===== config.mk =====
export PLATFORM = sky130hd
export DESIGN_NAME = dfpm_pin_mux
export DESIGN_NICKNAME = d
export VERILOG_FILES = /design/src/inc/dfpm_pkg.sv /design/src/hw/dfpm_int_detect.sv /design/src/hw/dfpm_pin_mux.sv
export SDC_FILE = /design/constraint.sdc
export NUM_CORES = 1
export LEC_CHECK = 0
export CAP_MARGIN = 30
export CORE_ASPECT_RATIO = 1.25
export CORE_MARGIN = 1.5
export CORE_UTILIZATION = 55
export DETAILED_ROUTE_END_ITERATION = 16
export DONT_BUFFER_PORTS = 1
export PLACE_DENSITY = 0.7
export SETUP_SLACK_MARGIN = 0.1
export SLEW_MARGIN = 30
export SYNTH_ARGS = -nofsm -noshare
export SYNTH_HDL_FRONTEND = slang
export SYNTH_SLANG_ARGS = --single-unit

===== constraint.sdc =====
create_clock -name core_clk_i -period 4.8 [get_ports core_clk_i]
set_clock_uncertainty 0.1 [all_clocks]
set_input_delay 0 -clock core_clk_i [delete_from_list [all_inputs] [get_ports core_clk_i]]
set_output_delay 0 -clock core_clk_i [all_outputs]
set_load 0.05 [all_outputs]

===== src/inc/dfpm_pkg.sv =====
// Package of constants shared by the dual function pin mux design.
package dfpm_pkg;

  // Register indices on the plain register port.
  localparam logic [3:0] ADDR_FLAG_OUT = 4'h0;
  localparam logic [3:0] ADDR_FLAG_DIR = 4'h1;
  localparam logic [3:0] ADDR_FLAG_IN = 4'h2;
  localparam logic [3:0] ADDR_SYS_CTRL = 4'h3;
  localparam logic [3:0] ADDR_INT_MASK = 4'h4;
  localparam logic [3:0] ADDR_INT_STATUS = 4'h5;
  localparam logic [3:0] ADDR_SENSE_CFG = 4'h6;
  localparam logic [3:0] ADDR_STRAPS = 4'h7;

  localparam int FLAG_COUNT = 8;
  localparam int STRAP_COUNT = 4;
  localparam int INT_COUNT = 4;

  // Interrupt status bit positions.
  localparam int INT_BIT_SELECTABLE = 0;
  localparam int INT_BIT_LEVEL_B = 1;
  localparam int INT_BIT_LEVEL_A = 2;
  localparam int INT_BIT_EDGE_ONLY = 3;

  // Flag pin numbers that carry the interrupt functions.
  localparam int FLAG_OF_SELECTABLE = 7;
  localparam int FLAG_OF_LEVEL_B = 6;
  localparam int FLAG_OF_LEVEL_A = 5;
  localparam int FLAG_OF_EDGE_ONLY = 4;

  // Strap positions; strap n shares flag pin n.
  localparam int STRAP_MEM_MODE = 2;

  // System control field: serial port pin function select.
  localparam int SCTRL_SERIAL_SEL_BIT = 0;
  localparam logic [15:0] SYS_CTRL_RESET = 16'h0000;
  localparam logic [15:0] FLAG_DIR_RESET = 16'h0000;

  typedef enum logic [1:0] {
    DFPM_MODE_FULL_MEMORY = 2'b01,
    DFPM_MODE_HOST = 2'b10
  } dfpm_mem_mode_type;

endpackage


===== src/hw/dfpm_int_detect.sv =====
// Interrupt sense logic for one pin: edge or level detection.
`timescale 1ns/1ns
module dfpm_int_detect
  import dfpm_pkg::*;
(
  input wire logic core_clk_i,
  input wire logic rst_n_i,
  input wire logic pin_i,
  input wire logic edge_mode_i,
  output logic event_o
);

  logic pin_prev_reg;

  always_ff @(posedge core_clk_i or negedge rst_n_i)
  begin
    // Starts at the idle high level of the pin, so a pin already low at release reads as a falling edge.
    if (!rst_n_i)
      pin_prev_reg <= 1'b1;
    else
      pin_prev_reg <= pin_i;
  end

  // Requests are active low on the pin; a level request repeats while held.
  always_comb
  begin
    if (edge_mode_i)
      event_o = pin_prev_reg && !pin_i;
    else
      event_o = !pin_i;
  end

endmodule // dfpm_int_detect


===== src/hw/dfpm_pin_mux.sv =====
// Top of the dual function pin mux: straps, flags, shared interrupts, serial pin select.
//
// The implementer's own choices: the plain strobed port and the register offsets.
`timescale 1ns/1ns
module dfpm_pin_mux
  import dfpm_pkg::*;
(
  input wire logic core_clk_i,
  input wire logic reset_n_i,
  input wire logic [3:0] reg_addr_i,
  input wire logic [15:0] reg_wdata_i,
  input wire logic reg_write_i,
  input wire logic reg_read_i,
  output logic [15:0] reg_rdata_o,
  input wire logic [FLAG_COUNT-1:0] flag_pin_i,
  output logic [FLAG_COUNT-1:0] flag_pin_o,
  output logic [FLAG_COUNT-1:0] flag_pin_oe_o,
  output logic serial_shared_sel_o,
  output logic host_mode_o,
  output logic [STRAP_COUNT-1:0] strap_value_o,
  output logic [INT_COUNT-1:0] int_vector_req_o,
  output logic irq_o
);

  logic rst_sync1_reg;
  logic rst_sync2_reg;
  logic rst_n;
  logic strap_done_reg;
  logic [STRAP_COUNT-1:0] strap_reg;
  dfpm_mem_mode_type mem_mode_reg;
  logic [FLAG_COUNT-1:0] flag_out_reg;
  logic [FLAG_COUNT-1:0] flag_dir_reg;
  logic [15:0] sys_ctrl_reg;
  logic [INT_COUNT-1:0] interrupt_mask_reg;
  logic [INT_COUNT-1:0] int_status_reg;
  logic [INT_COUNT-1:0] int_status_next;
  logic selectable_edge_reg;
  logic [INT_COUNT-1:0] int_event;
  logic [INT_COUNT-1:0] int_pin;
  logic [FLAG_COUNT-1:0] pin_level;
  logic [15:0] rdata_next;
  // Write strobe per writable register.
  logic flag_out_we;
  logic flag_dir_we;
  logic sys_ctrl_we;
  logic int_mask_we;
  logic int_status_we;
  logic sense_cfg_we;

  // Bit of the sense register that puts the selectable interrupt into edge mode.
  localparam int SENSE_EDGE_BIT = 0;

  // The fixed pin map needs every interrupt on a flag pin that is not also a strap.
  generate
    if (STRAP_COUNT > FLAG_COUNT ||
        STRAP_MEM_MODE >= STRAP_COUNT ||
        FLAG_COUNT > $bits(reg_rdata_o) ||
        INT_BIT_EDGE_ONLY >= INT_COUNT ||
        FLAG_OF_SELECTABLE >= FLAG_COUNT ||
        FLAG_OF_LEVEL_B >= FLAG_COUNT ||
        FLAG_OF_LEVEL_A >= FLAG_COUNT ||
        FLAG_OF_EDGE_ONLY < STRAP_COUNT)
    begin : g_config_check
      $error("Pin mux constants do not fit the fixed pin map.");
    end
  endgenerate

  // Reset release through two flip-flops.
  // Assertion stays asynchronous; only the release is lined up with the clock.
  always_ff @(posedge core_clk_i or negedge reset_n_i)
  begin
    if (!reset_n_i)
    begin
      rst_sync1_reg <= 1'b0;
      rst_sync2_reg <= 1'b0;
    end
    else
    begin
      rst_sync1_reg <= 1'b1;
      rst_sync2_reg <= rst_sync1_reg;
    end
  end

  // Everything below resets from this released copy, never from the pin itself.
  assign rst_n = rst_sync2_reg;

  // Write strobes decoded once so every register block tests the same condition.
  assign flag_out_we = reg_write_i && (reg_addr_i == ADDR_FLAG_OUT);
  assign flag_dir_we = reg_write_i && (reg_addr_i == ADDR_FLAG_DIR);
  assign sys_ctrl_we = reg_write_i && (reg_addr_i == ADDR_SYS_CTRL);
  assign int_mask_we = reg_write_i && (reg_addr_i == ADDR_INT_MASK);
  assign int_status_we = reg_write_i && (reg_addr_i == ADDR_INT_STATUS);
  assign sense_cfg_we = reg_write_i && (reg_addr_i == ADDR_SENSE_CFG);

  // The pins are sampled by a clocked process on the first edge after release, never
  // by the asynchronous reset itself; the flags are still undriven at that edge.
  always_ff @(posedge core_clk_i or negedge rst_n)
  begin
    if (!rst_n)
    begin
      strap_done_reg <= 1'b0;
      strap_reg <= '0;
      mem_mode_reg <= DFPM_MODE_FULL_MEMORY;
    end
    else if (!strap_done_reg)
    begin
      strap_done_reg <= 1'b1;
      strap_reg <= flag_pin_i[STRAP_COUNT-1:0];
      if (flag_pin_i[STRAP_MEM_MODE])
        mem_mode_reg <= DFPM_MODE_HOST;
      else
        mem_mode_reg <= DFPM_MODE_FULL_MEMORY;
    end
  end

  // Flag data register; bits 3..0 serve as flags once straps are taken.
  always_ff @(posedge core_clk_i or negedge rst_n)
  begin
    if (!rst_n)
      flag_out_reg <= '0;
    else if (flag_out_we)
      flag_out_reg <= reg_wdata_i[FLAG_COUNT-1:0];
  end

  // Flag direction register; a one makes the pin an output.
  always_ff @(posedge core_clk_i or negedge rst_n)
  begin
    if (!rst_n)
      flag_dir_reg <= FLAG_DIR_RESET[FLAG_COUNT-1:0];
    else if (flag_dir_we)
      flag_dir_reg <= reg_wdata_i[FLAG_COUNT-1:0];
  end

  // Pin drivers stay off until the straps have been taken, so a strap is never overdriven.
  always_ff @(posedge core_clk_i or negedge rst_n)
  begin
    if (!rst_n)
    begin
      flag_pin_o <= '0;
      flag_pin_oe_o <= '0;
    end
    else
    begin
      flag_pin_o <= flag_out_reg;
      flag_pin_oe_o <= strap_done_reg ? flag_dir_reg : '0;
    end
  end

  // The pin level seen by the interrupt logic is the driven value when driving,
  // so a flag written by software raises its own interrupt.
  assign pin_level = (flag_pin_oe_o & flag_pin_o) | (~flag_pin_oe_o & flag_pin_i);

  // System control and serial pin select, writable at any time.
  always_ff @(posedge core_clk_i or negedge rst_n)
  begin
    if (!rst_n)
      sys_ctrl_reg <= SYS_CTRL_RESET;
    else if (sys_ctrl_we)
      sys_ctrl_reg <= reg_wdata_i;
  end

  always_ff @(posedge core_clk_i or negedge rst_n)
  begin
    if (!rst_n)
      serial_shared_sel_o <= 1'b0;
    else
      serial_shared_sel_o <= sys_ctrl_reg[SCTRL_SERIAL_SEL_BIT];
  end

  // Mode and strap outputs show only the captured copy, so later pin activity cannot move them.
  always_ff @(posedge core_clk_i or negedge rst_n)
  begin
    if (!rst_n)
    begin
      host_mode_o <= 1'b0;
      strap_value_o <= '0;
    end
    else
    begin
      host_mode_o <= (mem_mode_reg == DFPM_MODE_HOST);
      strap_value_o <= strap_reg;
    end
  end

  // Interrupt mask, one bit per shared interrupt.
  always_ff @(posedge core_clk_i or negedge rst_n)
  begin
    if (!rst_n)
      interrupt_mask_reg <= '0;
    else if (int_mask_we)
      interrupt_mask_reg <= reg_wdata_i[INT_COUNT-1:0];
  end

  // Sense select for the one interrupt that may be edge or level triggered.
  always_ff @(posedge core_clk_i or negedge rst_n)
  begin
    if (!rst_n)
      selectable_edge_reg <= 1'b0;
    else if (sense_cfg_we)
      selectable_edge_reg <= reg_wdata_i[SENSE_EDGE_BIT];
  end

  // Each interrupt watches the level of the flag pin it shares.
  assign int_pin[INT_BIT_SELECTABLE] = pin_level[FLAG_OF_SELECTABLE];
  assign int_pin[INT_BIT_LEVEL_B] = pin_level[FLAG_OF_LEVEL_B];
  assign int_pin[INT_BIT_LEVEL_A] = pin_level[FLAG_OF_LEVEL_A];
  assign int_pin[INT_BIT_EDGE_ONLY] = pin_level[FLAG_OF_EDGE_ONLY];

  // One detector per shared interrupt; only the selectable one has a programmable sense.
  genvar gi;
  generate
    for (gi = 0; gi < INT_COUNT; gi++)
    begin : g_int
      logic edge_mode;
      if (gi == INT_BIT_SELECTABLE)
        assign edge_mode = selectable_edge_reg;
      else if (gi == INT_BIT_EDGE_ONLY)
        assign edge_mode = 1'b1;
      else
        assign edge_mode = 1'b0;
      dfpm_int_detect u_detect (
        .core_clk_i(core_clk_i),
        .rst_n_i(rst_n),
        .pin_i(int_pin[gi]),
        .edge_mode_i(edge_mode),
        .event_o(int_event[gi])
      );
    end
  endgenerate

  // Sticky status: write one to clear, a new event in the same cycle wins.
  always_comb
  begin
    int_status_next = int_status_reg;
    if (int_status_we)
      int_status_next = int_status_reg & ~reg_wdata_i[INT_COUNT-1:0];
    if (strap_done_reg)
      int_status_next = int_status_next | int_event;
  end

  always_ff @(posedge core_clk_i or negedge rst_n)
  begin
    if (!rst_n)
      int_status_reg <= '0;
    else
      int_status_reg <= int_status_next;
  end

  // Vector requests and the summary interrupt follow status and mask.
  // Built from the next status value so a request appears on the edge that sets its bit.
  always_ff @(posedge core_clk_i or negedge rst_n)
  begin
    if (!rst_n)
    begin
      int_vector_req_o <= '0;
      irq_o <= 1'b0;
    end
    else
    begin
      int_vector_req_o <= int_status_next & interrupt_mask_reg;
      irq_o <= |(int_status_next & interrupt_mask_reg);
    end
  end

  // Register read port; unmapped addresses read zero.
  // Read data stand for the one cycle after the strobe and are zero otherwise.
  always_comb
  begin
    rdata_next = 16'h0000;
    case (reg_addr_i)
      ADDR_FLAG_OUT: rdata_next[FLAG_COUNT-1:0] = flag_out_reg;
      ADDR_FLAG_DIR: rdata_next[FLAG_COUNT-1:0] = flag_dir_reg;
      ADDR_FLAG_IN: rdata_next[FLAG_COUNT-1:0] = pin_level;
      ADDR_SYS_CTRL: rdata_next = sys_ctrl_reg;
      ADDR_INT_MASK: rdata_next[INT_COUNT-1:0] = interrupt_mask_reg;
      ADDR_INT_STATUS: rdata_next[INT_COUNT-1:0] = int_status_reg;
      ADDR_SENSE_CFG: rdata_next[SENSE_EDGE_BIT] = selectable_edge_reg;
      ADDR_STRAPS: rdata_next[STRAP_COUNT-1:0] = strap_reg;
      default: rdata_next = 16'h0000;
    endcase
  end

  always_ff @(posedge core_clk_i or negedge rst_n)
  begin
    if (!rst_n)
      reg_rdata_o <= 16'h0000;
    else if (reg_read_i)
      reg_rdata_o <= rdata_next;
    else
      reg_rdata_o <= 16'h0000;
  end

endmodule // dfpm_pin_mux


# --- After elaboration in Yosys (flattened, before gate mapping) ---
# Index checks and enable logic that the tools add are counted.
classes:
  n_mux: 10
  eq_ne: 8
  n_bitwise: 8
  reduce_logical: 14
op_table:
  columns: ["operator", "n"]
  rows:
  - ["$pmux W3 S7", 1]
  - ["$and A8 B8 Y8", 2]
  - ["$eq A4 B3 Y1 const B", 4]
  - ["$mux W16", 1]
  - ["$mux W8", 2]
  - ["$pmux W4 S4", 1]
  - ["$and A4 B4 Y4", 2]
  - ["$eq A4 B2 Y1 const B", 2]
  - ["$logic_and A1 B1 Y1", 8]
  - ["$mux W4", 2]
  - ["$not A8 Y8", 1]
  - ["$or A8 B8 Y8", 1]
  - ["$pmux W1 S8", 1]
  - ["$eq A4 B1 Y1 const B", 1]
  - ["$logic_not A1 Y1", 4]
  - ["$logic_not A4 Y1", 1]
  - ["$not A4 Y4", 1]
  - ["$or A4 B4 Y4", 1]
  - ["$reduce_or A4 Y1", 1]
  - ["$eq A2 B2 Y1 const B", 1]
  - ["$mux W2", 1]
  - ["$mux W1", 1]
totals:
  elab_cells: 61
  reg_bits: 95

# --- Longest topological paths before layout ---
# Gate-level depths: netlist of run 1.
depth:
  ltp_word: 10
  ltp_mapped: 6
  ltp_nobuf: 4

# --- Modules after synthesis ---
# From an unflattened synthesis of run 1, not the netlist that was laid out.
unflattened:
  hier_cells: 276
  hier_area_um2: 3794.9
modules_own_cells:
  columns: ["module", "area_per_inst_um2", "cells_each", "instances", "seq_area_each_um2"]
  rows:
  - ["dfpm_pin_mux", 3639.7, 264, 1, 2303.5]
  - ["dfpm_int_detect", 38.8, 3, 4, 26.3]

# --- Least setup slack after synthesis of run 1 ---
# OpenSTA, ideal clock, no wires.
synth_timing:
  kind: "flip-flop to flip-flop"
  from: "reg flag_pin_oe_o[6]"
  to: "reg irq_o"
  path_buffers: 0
  setup_time_ps: 129
  stages_incl_launch_ff: 5
  path_slack_ps: 3000
  t_arrival_ps: 1572
  cell_sequence: "dfrtp_1 -> mux2i_1 -> and3_1 -> a31o_2 -> a2111o_1"
synth_between:
  elab_chain_cells: 8
  word_cells_on_any_way: 9
synth_lines:
  columns: ["item", "line", "text"]
  rows:
  - ["start: declaration", "dfpm_pin_mux.sv:17", "output logic [FLAG_COUNT-1:0] flag_pin_oe_o,"]
  - ["start signal: assignment", "dfpm_pin_mux.sv:145", "flag_pin_oe_o <= strap_done_reg ? flag_dir_reg : '0;"]
  - ["$not A8 Y8", "dfpm_pin_mux.sv:151", "assign pin_level = (flag_pin_oe_o & flag_pin_o) | (~flag_pin_oe_o & flag_pin_i);"]
  - ["$and A8 B8 Y8", "dfpm_pin_mux.sv:151", null]
  - ["$or A8 B8 Y8 (*)", "dfpm_pin_mux.sv:151", null]
  - ["$logic_not A1 Y1 (*)", null, null]
  - ["$or A4 B4 Y4 (*)", "dfpm_pin_mux.sv:238", "int_status_next = int_status_next | int_event;"]
  - ["$mux W4 (*)", "dfpm_pin_mux.sv:237", "if (strap_done_reg)"]
  - ["$and A4 B4 Y4 (*)", "dfpm_pin_mux.sv:261", "irq_o <= |(int_status_next & interrupt_mask_reg);"]
  - ["$reduce_or A4 Y1 (*)", "dfpm_pin_mux.sv:261", null]
  - ["end signal: assignment", "dfpm_pin_mux.sv:261", null]
  - ["end: declaration", "dfpm_pin_mux.sv:22", "output logic irq_o"]
# Every way passes the cells marked *; elsewhere a longest branch is shown, timed or not.
# A chain may end at the register's enable or synchronous reset.

# --- Final worst setup path of run 1 ---
layout_timing:
  from: "in reg_addr_i[0]"
  to: "reg flag_dir_reg[3]"
layout_between:
  elab_chain_cells: 2
layout_lines:
  columns: ["item", "line", "text"]
  rows:
  - ["start: declaration", "dfpm_pin_mux.sv:10", "input wire logic [3:0] reg_addr_i,"]
  - ["$eq A4 B1 Y1", "dfpm_pin_mux.sv:89", "assign flag_dir_we = reg_write_i && (reg_addr_i == ADDR_FLAG_DIR);"]
  - ["$logic_and A1 B1 Y1", "dfpm_pin_mux.sv:89", null]
  - ["end signal: assignment", "dfpm_pin_mux.sv:129", "flag_dir_reg <= FLAG_DIR_RESET[FLAG_COUNT-1:0];"]
  - ["end signal: assignment", "dfpm_pin_mux.sv:131", "flag_dir_reg <= reg_wdata_i[FLAG_COUNT-1:0];"]
  - ["end: declaration", "dfpm_pin_mux.sv:32", "logic [FLAG_COUNT-1:0] flag_dir_reg;"]
# Every way passes these cells.

==> results of run 1 <==
## worst reg2reg max path, stage by stage (launching register included)
cell and delay, ns:
dfrtp_1 0.67, mux2_2 0.42, a22oi_1 0.15, a311oi_1 0.12, dlygate4sd3_1 0.60
## logic make-up (layout without fill, tap and decap cells)
kind of cell / count (synthesis) / after routing / share of synthesized area (%)
other: 1 / 2 / 0.102
and+or+nand+nor: 55 / 55 / 10.3
AOI/OAI and AO/OA: 39 / 39 / 7.64
DFF: 94 / 94 / 63.9
buffers and inverters: 15 / 59 / 1.80
muxes: 54 / 54 / 16.3
## how the worst max path moves through the flow
stage	from	endpoint	cells after the start
2_1_floorplan	rst_n$_DFF_PN0_	flag_dir_reg[0]$_DFFE_PN0P_	0
3_3_place_gp	flag_pin_oe_o[6]$_DFF_PN0_	irq_o$_DFF_PN0_	4
3_5_place_dp	flag_pin_oe_o[6]$_DFF_PN0_	irq_o$_DFF_PN0_	4
4_1_cts	reg_addr_i[0]	flag_dir_reg[3]$_DFFE_PN0P_	7
5_1_grt	reg_addr_i[0]	flag_dir_reg[3]$_DFFE_PN0P_	7
6_report	reg_addr_i[0]	flag_dir_reg[3]$_DFFE_PN0P_	7
## metal layers
metal  global-route usage (%)  vias to the layer above  part of all wire [%]
met1                     29.6                     1190                    40
li1                         -                     1021                     -
met4                     11.3                        0                   1.9
met3                     6.67                       14                   6.8
met2                     40.5                       92                    51
met5                        0                        -                     0
## per-stage QoR
| step | power (mW) | cells | setup slack [ns] |
|---|---|---|---|
| floorplan | 1.30 | 259 | 1.89 |
| global placement | 1.35 | 336 | 2.84 |
| detailed placement | 1.36 | 336 | 2.85 |
| CTS | 1.88 | 390 | 1.66 |
| global route | 1.95 | 390 | 1.56 |
| finish | 1.87 | 390 | 1.63 |
## synthesized netlist by cell type, types with 2 or more instances
cell type / number / area share [%]
a22oi_1: 11 / 2.2
nor3b_1: 2 / 0.41
mux2_2: 48 / 15
a31oi_1: 3 / 0.51
mux2i_1: 6 / 1.6
nand2_1: 5 / 0.51
nand3b_1: 2 / 0.41
dfstp_2: 3 / 2.1
clkbuf_1: 5 / 0.51
a32o_1: 2 / 0.54
a31o_2: 2 / 0.48
nand3_1: 8 / 1.1
buf_2: 4 / 0.54
o21ai_0: 3 / 0.41
a21o_1: 2 / 0.41
a22o_1: 2 / 0.48
inv_1: 3 / 0.31
and3_1: 12 / 2.0
nor2b_1: 4 / 0.68
and2_1: 9 / 1.5
nor4_4: 2 / 1.2
dfrtp_1: 91 / 62
a21oi_1: 8 / 1.1
## final cells by class
cell class / instances / area (µm²) / area share, %
well taps: 87 / 109 / 2.52
flip-flops and latches: 94 / 2360 / 54.6
clock inverters: 4 / 31.3 / 0.723
multi-input cells: 150 / 1270 / 29.3
clock buffers: 12 / 155 / 3.59
repair buffers: 39 / 388 / 8.97
inverters: 4 / 15.0 / 0.347
## report_power, final
part	switching [mW]	leakage [nW]	internal [mW]
sequential	0.253	1.16	0.919
combinational	0.0829	0.647	0.125
clock	0.269	0.0848	0.218
==> summary.md, run 1 <==
| Metric | Value |
|---|---|
| Vias per cell | `between 5 and 6` |
| CP Cell Sequence | `dlygate4sd3_1, inv_2, nor4_4, dlygate4sd3_1, nand2_4, mux2_2, dlygate4sd3_1` |
| Number of flops mapped to enable cells by yosys | `0` |
| Iteration-0 DRC Markers | `~250` |
| Hold endpoint | `reg_rdata_o[3]$_DFF_PN0_` |
| Mean Syn Cell Area | `14.3 µm²` |
| CTS resizes | `0` |
| Crit Path Category | `input pin to flop` |
| # IOs | `75` |
| Clk_lat worst skew | `0.36 ns` |
| Commonest cells after routing, fill and taps aside | `dfrtp_1, mux2_2, dlygate4sd3_1, and3_1` |
| Slew HR | `about two fifths` |
| Die width | `around 76 µm` |
| WL final | `around 7.9 mm` |
| Drt drc | `0` |
| Hold Slack | `0.0274 ns` |
| R2R setup slack | `2.62 ns` |
| Max Cap Viol | `0` |
| PortBufs | `0` |
| Post-DP Area | `about 3800 µm²` |
| #FFs+latches synth | `94` |
| Setup-failing EPs final | `0` |
| Dpl hpwl | `about 5.2 mm` |
| Worst path max stage delay | `0.89 ns` |
| GRT overflow | `0` |
| Ys async rst share | `100%` |
| Area grow syn2layout | `17.3%` |
| Commonest non-fill, non-tap cell in the layout | `dfrtp_1` |
| Status | `complete, no violations` |
| FF-to-FF Start | `flag_pin_oe_o[0]$_DFF_PN0_` |
| GRT Total Usage | `between 20% and 30%` |
| Core area | `6520 µm²` |
| Antenna viol nets, final | `0` |
| Finished Core Util | `66.3%` |
| Distinct cell type count after synthesis | `between 40 and 50` |
| Maximum fanout along the worst path | `12` |
| Nets | `330` |
| DIE HEIGHT | `between 90 and 100 µm` |
| FP Rows | `33` |
| Worst reg2reg path depth | `4` |
| First-pass GRT wire length | `between 10 and 15 mm` |
| Worst Hold Path Cells | `3` |
| Crit path time final | `between 3 and 4 ns` |
| Largest net degree at the start of global routing | `67` |
| Number of antenna diodes | `0` |
| Crit start category | `input pin` |
| Post-route cell area | `between 4000 and 5000 µm²` |
| Die area | `just over 7000 µm²` |
| Share of cells above drive strength 1 | `roughly a quarter` |
| Gate Count Post-Synth | `about 260` |
| Setup crit end kind | `flop` |
| Hold crit path type | `input pin to flop` |
| Hold Vio Cnt, Final | `0` |
| Clk sinks | `94` |
| RD Place Congestion | `between 0.7 and 0.8` |
| CP arrival | `3.32 ns` |
| CTS tree | `yes` |
| Drt wl/cell | `approximately 20 µm` |
| Setup Buffers After CTS | `0` |
| Fin. max-slew vios | `0` |
| Max clock buf depth | `2` |
| RR Endpoint | `reg_rdata_o[0]$_DFF_PN0_` |
| Reg clk slew, reported paths | `0.09 ns` |
| Total CTS buffers | `9` |
| Vias in the first global route | `2452` |
| Cell area after synthesis | `around 3700 µm²` |
| Pwr Density | `432 nW/µm²` |
| CP max-delay cell | `dlygate4sd3_1` |
| H-tree levels | `3` |
| Fill cells | `a little over 500` |
| Initial Util | `a little under three fifths` |
| Drt first pass iters | `5` |
| Final setup TNS | `0 ns` |
| Post-CTS Hold Buffers | `38` |
| Hold_sp | `flag_pin_i[3]` |
| Synthesis Warnings | `0` |
| Vias | `around 2300` |
| Leak | `between 1.5 and 2 nW` |
| Ys flop type | `dfrtp_1` |
| Max rail drop VDD | `256 µV` |
| Seq/Total Area, Yosys | `a little under two thirds` |
| Fmax | `316 MHz` |
| CP delay by family, top | `buffers and inverters` |
| WP buf/inv | `4` |
| Most used cell, CP | `dlygate4sd3_1` |
| Initial antenna violation count | `0` |
| Final Cycle Share | `approximately two thirds` |
| Worst-Margin Slew | `0.913 ns` |
| RSZ-0062 raised after global routing | `false` |
| CP required | `a little under 5 ns` |
| Root Driver | `clkbuf_8` |
(Power assumes the default switching activity.)
==> run 2: changes to the inputs <==
- clock period: 4.8 -> 3.14 ns (I/O delays scaled with it)
==> run 2 against run 1 <==
Total power rose by 59%. Flip-flop and latch count did not move. Routed wire length rose by 3.8%. Cell area rose by 2.5%. Clock-buffer cell count did not move. Critical endpoint is now interrupt_mask_reg[1]$_DFFE_PN0P_. Sequential share of layout area fell by 1.3 points. Via count rose by 0.26%. First-iteration DRC count fell by 6.0%. Clock power rose by 75%. Cell count rose by 2.1%. Combinational power rose by 53%.
==> summary.md, run 2 (synthesis results as in run 1) <==
| Metric | Value |
|---|---|
| Status | `complete, no violations` |
| Antenna viol nets, final | `0 (unchanged)` |
| Final setup margin | `0.540 ns (-1.09 ns)` |
| Nets | `338 (+2.4%)` |
| DIE HEIGHT | `94.5 µm (unchanged)` |
| Vias in the first global route | `2533 (+3.3%)` |
| GRT overflow | `0 (unchanged)` |
| Total CTS buffers | `9 (unchanged)` |
| Met3 Track Usage GR | `6.47% (-0.19 points)` |
| Clk sinks | `94 (unchanged)` |
| Initial Util | `56.5% (unchanged)` |
| Maximum fanout along the worst path | `11 (-1)` |
| Reg clk slew, reported paths | `0.09 ns (about the same)` |
| Hold Slack | `0.0349 ns (+0.00754 ns)` |
| Crit start category | `input pin` |
| Worst-Margin Slew | `0.794 ns (-0.119 ns)` |
| Die area | `7210 µm² (unchanged)` |
| Root Driver | `clkbuf_8` |
| RD Place Congestion | `0.790 (+2.0%)` |
| RSZ-0062 raised after global routing | `false` |
| Number of antenna diodes | `0 (unchanged)` |
| Core area | `6520 µm² (unchanged)` |
| Final total power | `2.96 mW (+59%)` |
| Largest net degree at the start of global routing | `46 (-31%)` |
| Non-filler cells, final | `398 (+2.1%)` |
| Hold Vio Cnt, Final | `0 (unchanged)` |
| Busiest layer in global routing | `met2` |
| CP required | `3.29 ns (-1.67 ns)` |
| Drt drc | `0 (unchanged)` |
| PortBufs | `0 (unchanged)` |
| First-pass GRT wire length | `13.1 mm (+0.58%)` |
| Die width | `76.2 µm (unchanged)` |
| Commonest non-fill, non-tap cell in the layout | `dfrtp_1` |
| Fill cells | `501 (-1.2%)` |
| Initial antenna violation count | `0 (unchanged)` |
| Dpl hpwl | `5.02 mm (-2.8%)` |
| Max clock buf depth | `2 (unchanged)` |
| Vias | `2323 (+0.26%)` |
| Crit path time final | `around 2.6 ns` |
| GR met2 Demand/Resource | `42.3% (+1.9 points)` |
| Crit Path Category | `input pin to flop` |
| Met1 Usage GRT | `29.5% (-0.11 points)` |
| Iteration-0 DRC Markers | `233 (-6.0%)` |
| Clk_lat worst skew | `0.37 ns (about the same)` |
| Pwr Density | `669 nW/µm² (+55%)` |
| Max Cap Viol | `0 (unchanged)` |
| Max rail drop VDD | `438 µV (+71%)` |
| Fmax | `approximately 380 MHz` |
| Area grow syn2layout | `20.3%` |
| Setup-failing EPs final | `0 (unchanged)` |
| R2R setup slack | `0.55 ns (-2.07 ns)` |
| Final setup TNS | `0 ns (unchanged)` |
| Share of cells above drive strength 1 | `25.7% (+0.31 points)` |
| GRT Total Usage | `24.8% (+0.47 points)` |
| # placed instances | `338 (+0.60%)` |
| Final Cycle Share | `82.8%` |
| Fin. max-slew vios | `0 (unchanged)` |
| FP Rows | `33 (unchanged)` |
| Setup crit end kind | `flop` |
| Drt wl/cell | `20.5 µm (+1.7%)` |
| Drt first pass iters | `4 (-1)` |
| Commonest cells after routing, fill and taps aside | `dfrtp_1, mux2_2, dlygate4sd3_1, and3_1, clkbuf_8` |
| Hold crit path type | `input pin to flop` |
| Slew HR | `46.9% (+8.1 points)` |
| CTS tree | `yes` |
| Setup Buffers After CTS | `0 (unchanged)` |
| H-tree levels | `3 (unchanged)` |
| # IOs | `75 (unchanged)` |
| CP arrival | `2.75 ns (-0.57 ns)` |
| WL final | `8.17 mm (+3.8%)` |
| Vias per cell | `5.84 (-1.8%)` |
| Leak | `1.95 nW (+3.0%)` |
| Post-place setup slack | `1.21 ns (-1.64 ns)` |
run 2: changes by cell type in the layout (fill, tap and decap cells not counted), sizes merged:
cell / previous run / this run
dlygate4sd3: 38 / 44
buf: 1 / 3
bufinv: 0 / 1
clkinvlp: 3 / 2
run 2: area by class of cell:
cell class,count,area (µm²),share of cell area (%)
flip-flops and latches,94,2360,53.2
clock inverters,4,53.8,1.21
well taps,87,109,2.46
multi-input cells,150,1270,28.6
repair buffers,47,463,10.4
inverters,4,15.0,0.339
clock buffers,12,165,3.73
run 2: layer usage:
| layer | routed length (µm) | part of all wire (%) |
|---|---|---|
| met1 | 3170 | 39 |
| met4 | 188 | 2.3 |
| met5 | 0 | 0 |
| met3 | 613 | 7.5 |
| met2 | 4200 | 51 |
run 2: timing repair:
| action | 4_1_cts | 5_1_grt |
|---|---|---|
| hold buffers | 44 | 1 |
| resized for setup | 0 | 0 |
| hold endpoints to repair | 71 | 8 |
| endpoints found under the setup margin | 0 | 1 |
run 2: per-stage QoR:
step	utilization [%]	cell area, µm²
after global placement	57.8	3770
final	68.0	4430
after floorplan	-	3690
after global routing	68.0	4430
after detailed placement	57.8	3770
after CTS	68.0	4430
run 2: worst max-delay path: stages:
cell	delay, ns
dlygate4sd3_1	0.89
nor2_1	0.08
dlygate4sd3_1	0.65
nand2_1	0.19
mux2_2	0.37
dlygate4sd3_1	0.57
run 2: final timing paths:
kind	cells past startpoint	to	start
max in group asynchronous	1	mem_mode_reg[0]$_DFFE_PN1N_	rst_n$_DFF_PN0_
max reg2reg	6	reg_rdata_o[2]$_DFF_PN0_	flag_pin_o[2]$_DFF_PN0_
min	3	reg_rdata_o[4]$_DFF_PN0_	reg_addr_i[1]
min reg2reg	0	sys_ctrl_reg[4]$_DFFE_PN0P_	rst_n$_DFF_PN0_
min in group asynchronous	0	sys_ctrl_reg[4]$_DFFE_PN0P_	rst_n$_DFF_PN0_
max	6	interrupt_mask_reg[1]$_DFFE_PN0P_	reg_addr_i[1]
run 2: power breakdown:
part           switching [mW]  total, mW  internal, mW
Sequential              0.390       1.79          1.40
Clock                   0.417      0.851         0.434
Combinational           0.125      0.319         0.194
==> run 3: changes to the inputs <==
- clock period: 3.14 -> 2.6 ns (I/O delays scaled with it)
==> run 3 against run 2 <==
Cell area shrank 1.5%. First-iteration DRC count down 42%. Largest power group unchanged. Routed wire length is 1.5% lower. Via count shrank 0.73%. Critical endpoint is now flag_dir_reg[6]$_DFFE_PN0P_.
==> summary.md, run 3 (synthesis results as in run 1) <==
| Metric | Value |
|---|---|
| Dpl hpwl | `5.07 mm (+1.0%)` |
| Total CTS buffers | `9 (unchanged)` |
| Crit path time final | `around 2.2 ns` |
| Post-route cell area | `4370 µm² (-1.5%)` |
| Status | `complete, no violations` |
| CP Cell Sequence | `dlygate4sd3_1, nor4_4, buf_4, nand2_4, mux2_2, dlygate4sd3_1` |
| Vias in the first global route | `2494 (-1.5%)` |
| Vias | `2306 (-0.73%)` |
| Pwr Density | `807 nW/µm² (+21%)` |
| Area grow syn2layout | `18.5%` |
| Non-filler cells, final | `394 (-1.0%)` |
| Switching Fraction | `32.7% (+1.2 points)` |
| First-pass GRT wire length | `13.0 mm (-1.0%)` |
| Drt wl/cell | `20.4 µm (-0.53%)` |
| Drt drc | `0 (unchanged)` |
| Core area | `6520 µm² (unchanged)` |
| GRT Total Usage | `24.2% (-0.52 points)` |
| R2R setup slack | `0.70 ns (+0.15 ns)` |
| Largest net degree at the start of global routing | `66 (+43%)` |
| # placed instances | `341 (+0.89%)` |
| Hold_sp | `reg_addr_i[2]` |
| Root Driver | `clkbuf_8` |
| Final setup TNS | `0 ns (unchanged)` |
| CP arrival | `2.39 ns (-0.36 ns)` |
| Crit Path Category | `input pin to flop` |
| FF-to-FF Start | `flag_pin_oe_o[6]$_DFF_PN0_` |
| PortBufs | `0 (unchanged)` |
| Reg clk slew, reported paths | `0.09 ns (about the same)` |
| DIE HEIGHT | `94.5 µm (unchanged)` |
| Hold Vio Cnt, Final | `0 (unchanged)` |
| CTS tree | `yes` |
| Final setup margin | `0.362 ns (-0.178 ns)` |
| Commonest cells after routing, fill and taps aside | `dfrtp_1, mux2_2, dlygate4sd3_1, and3_1, a22oi_1` |
| Power Internal | `2.37 mW (+17%)` |
| Post-DP Area | `3800 µm² (+0.60%)` |
| Crit start category | `input pin` |
| Clk_lat worst skew | `0.37 ns (about the same)` |
| Fill cells | `500 (-0.20%)` |
| Worst path max stage delay | `1.08 ns (+0.19 ns)` |
| Fin. max-slew vios | `0 (unchanged)` |
| Final Cycle Share | `86.1%` |
| Die width | `76.2 µm (unchanged)` |
| WL final | `8.04 mm (-1.5%)` |
| Number of antenna diodes | `0 (unchanged)` |
| Psw | `1.15 mW (+24%)` |
| Nets | `334 (-1.2%)` |
| Initial Util | `56.5% (unchanged)` |
| CP max-delay cell | `dlygate4sd3_1` |
| Setup crit end kind | `flop` |
| Most used cell, CP | `dlygate4sd3_1` |
| Antenna viol nets, final | `0 (unchanged)` |
| Worst-Margin Slew | `0.910 ns (+0.116 ns)` |
| GRT overflow | `0 (unchanged)` |
| Initial antenna violation count | `0 (unchanged)` |
| RSZ-0062 raised after global routing | `false` |
| Commonest non-fill, non-tap cell in the layout | `dfrtp_1` |
| Hold Slack | `0.0273 ns (-0.00760 ns)` |
| Max Cap Viol | `0 (unchanged)` |
| Post-place setup slack | `0.665 ns (-0.548 ns)` |
| Final total power | `3.53 mW (+19%)` |
| Sequential share of power | `61.3% (+0.8 points)` |
| Iteration-0 DRC Markers | `135 (-42%)` |
| Setup Buffers After CTS | `0 (unchanged)` |
| Hold crit path type | `input pin to flop` |
| FP Rows | `33 (unchanged)` |
| RD Place Congestion | `0.811 (+2.7%)` |
| Share of cells above drive strength 1 | `27.0% (+1.3 points)` |
| Clock power share | `27.6% (-1.1 points)` |
| Vias per cell | `5.85 (+0.28%)` |
| Max clock buf depth | `2 (unchanged)` |
| Die area | `7210 µm² (unchanged)` |
| # IOs | `75 (unchanged)` |
| Maximum fanout along the worst path | `18 (+7)` |
| CP required | `2.75 ns (-0.54 ns)` |
| Critical Path Start | `reg_addr_i[2]` |
| Finished Core Util | `67.0% (-1.0 points)` |
| Max rail drop VDD | `574 µV (+31%)` |
| Leak | `1.93 nW (-1.1%)` |
| Clk sinks | `94 (unchanged)` |
| Fmax | `approximately 450 MHz` |
| Drt first pass iters | `4 (unchanged)` |
| Setup-failing EPs final | `0 (unchanged)` |
| H-tree levels | `3 (unchanged)` |
| Slew HR | `39.2% (-7.8 points)` |
| Comb power frac | `11.1% (+0.3 points)` |
==> run 3: cell count changes in the layout (fill, tap and decap cells not counted) <==
cell            change
dlygate4sd3_1       -8
clkbuf_8            -3
clkinv_2            +1
dlymetal6s4s_1      +1
buf_4               +3
clkinvlp_4          +1
clkinv_4            +1
==> run 3: final cells by class <==
type / count / area, µm² / area share, %
Clock buffer: 9 / 124 / 2.84
Clock inverter: 7 / 75.1 / 1.72
Inverter: 4 / 15.0 / 0.344
Multi-Input combinational cell: 150 / 1270 / 29.0
Sequential cell: 94 / 2360 / 54.0
Tap cell: 87 / 109 / 2.49
Timing Repair Buffer: 43 / 418 / 9.57
==> run 3: worst max-delay path: cells and delay by family <==
| family | cells | cell delay (ns) |
|---|---|---|
| buffers and inverters | 3 | 1.84 |
| AND/OR/NAND/NOR | 2 | 0.21 |
| multiplexers | 1 | 0.35 |
==> run 3: path summary, 6_finish.rpt <==
kind,end,cells past startpoint
setup / recovery,flag_dir_reg[6]$_DFFE_PN0P_,6
hold / removal,int_status_reg[3]$_DFF_PN0_,3
setup reg to reg,irq_o$_DFF_PN0_,4
hold reg to reg,rst_n$_DFF_PN0_,0
max in group asynchronous,reg_rdata_o[8]$_DFF_PN0_,1
min in group asynchronous,rst_sync1_reg$_DFF_PN0_,2
==> run 3: power by group through the flow <==
stage,sequential [mW],combinational (mW),clock [mW]
3_5_place_dp,2.19,0.314,0
3_3_place_gp,2.18,0.305,0
4_1_cts,2.16,0.393,0.980
6_report,2.16,0.392,0.974
5_1_grt,2.20,0.429,1.04
2_1_floorplan,2.15,0.260,0
==> run 3: what timing repair did <==
item	CTS	global route
gates resized for setup	0	1
hold buffers	37	0
hold endpoints to repair	71	0
endpoints found under the setup margin	0	2
==> run 3: routing by layer <==
metal | track usage [%] | up-vias | wire length (µm) | share of wire (%)
li1 | - | 1030 | - | -
met1 | 30.0 | 1198 | 3470 | 43
met2 | 41.5 | 67 | 4110 | 51
met3 | 4.44 | 11 | 318 | 4.0
met4 | 11.4 | 0 | 141 | 1.8
met5 | 0 | - | 0 | 0
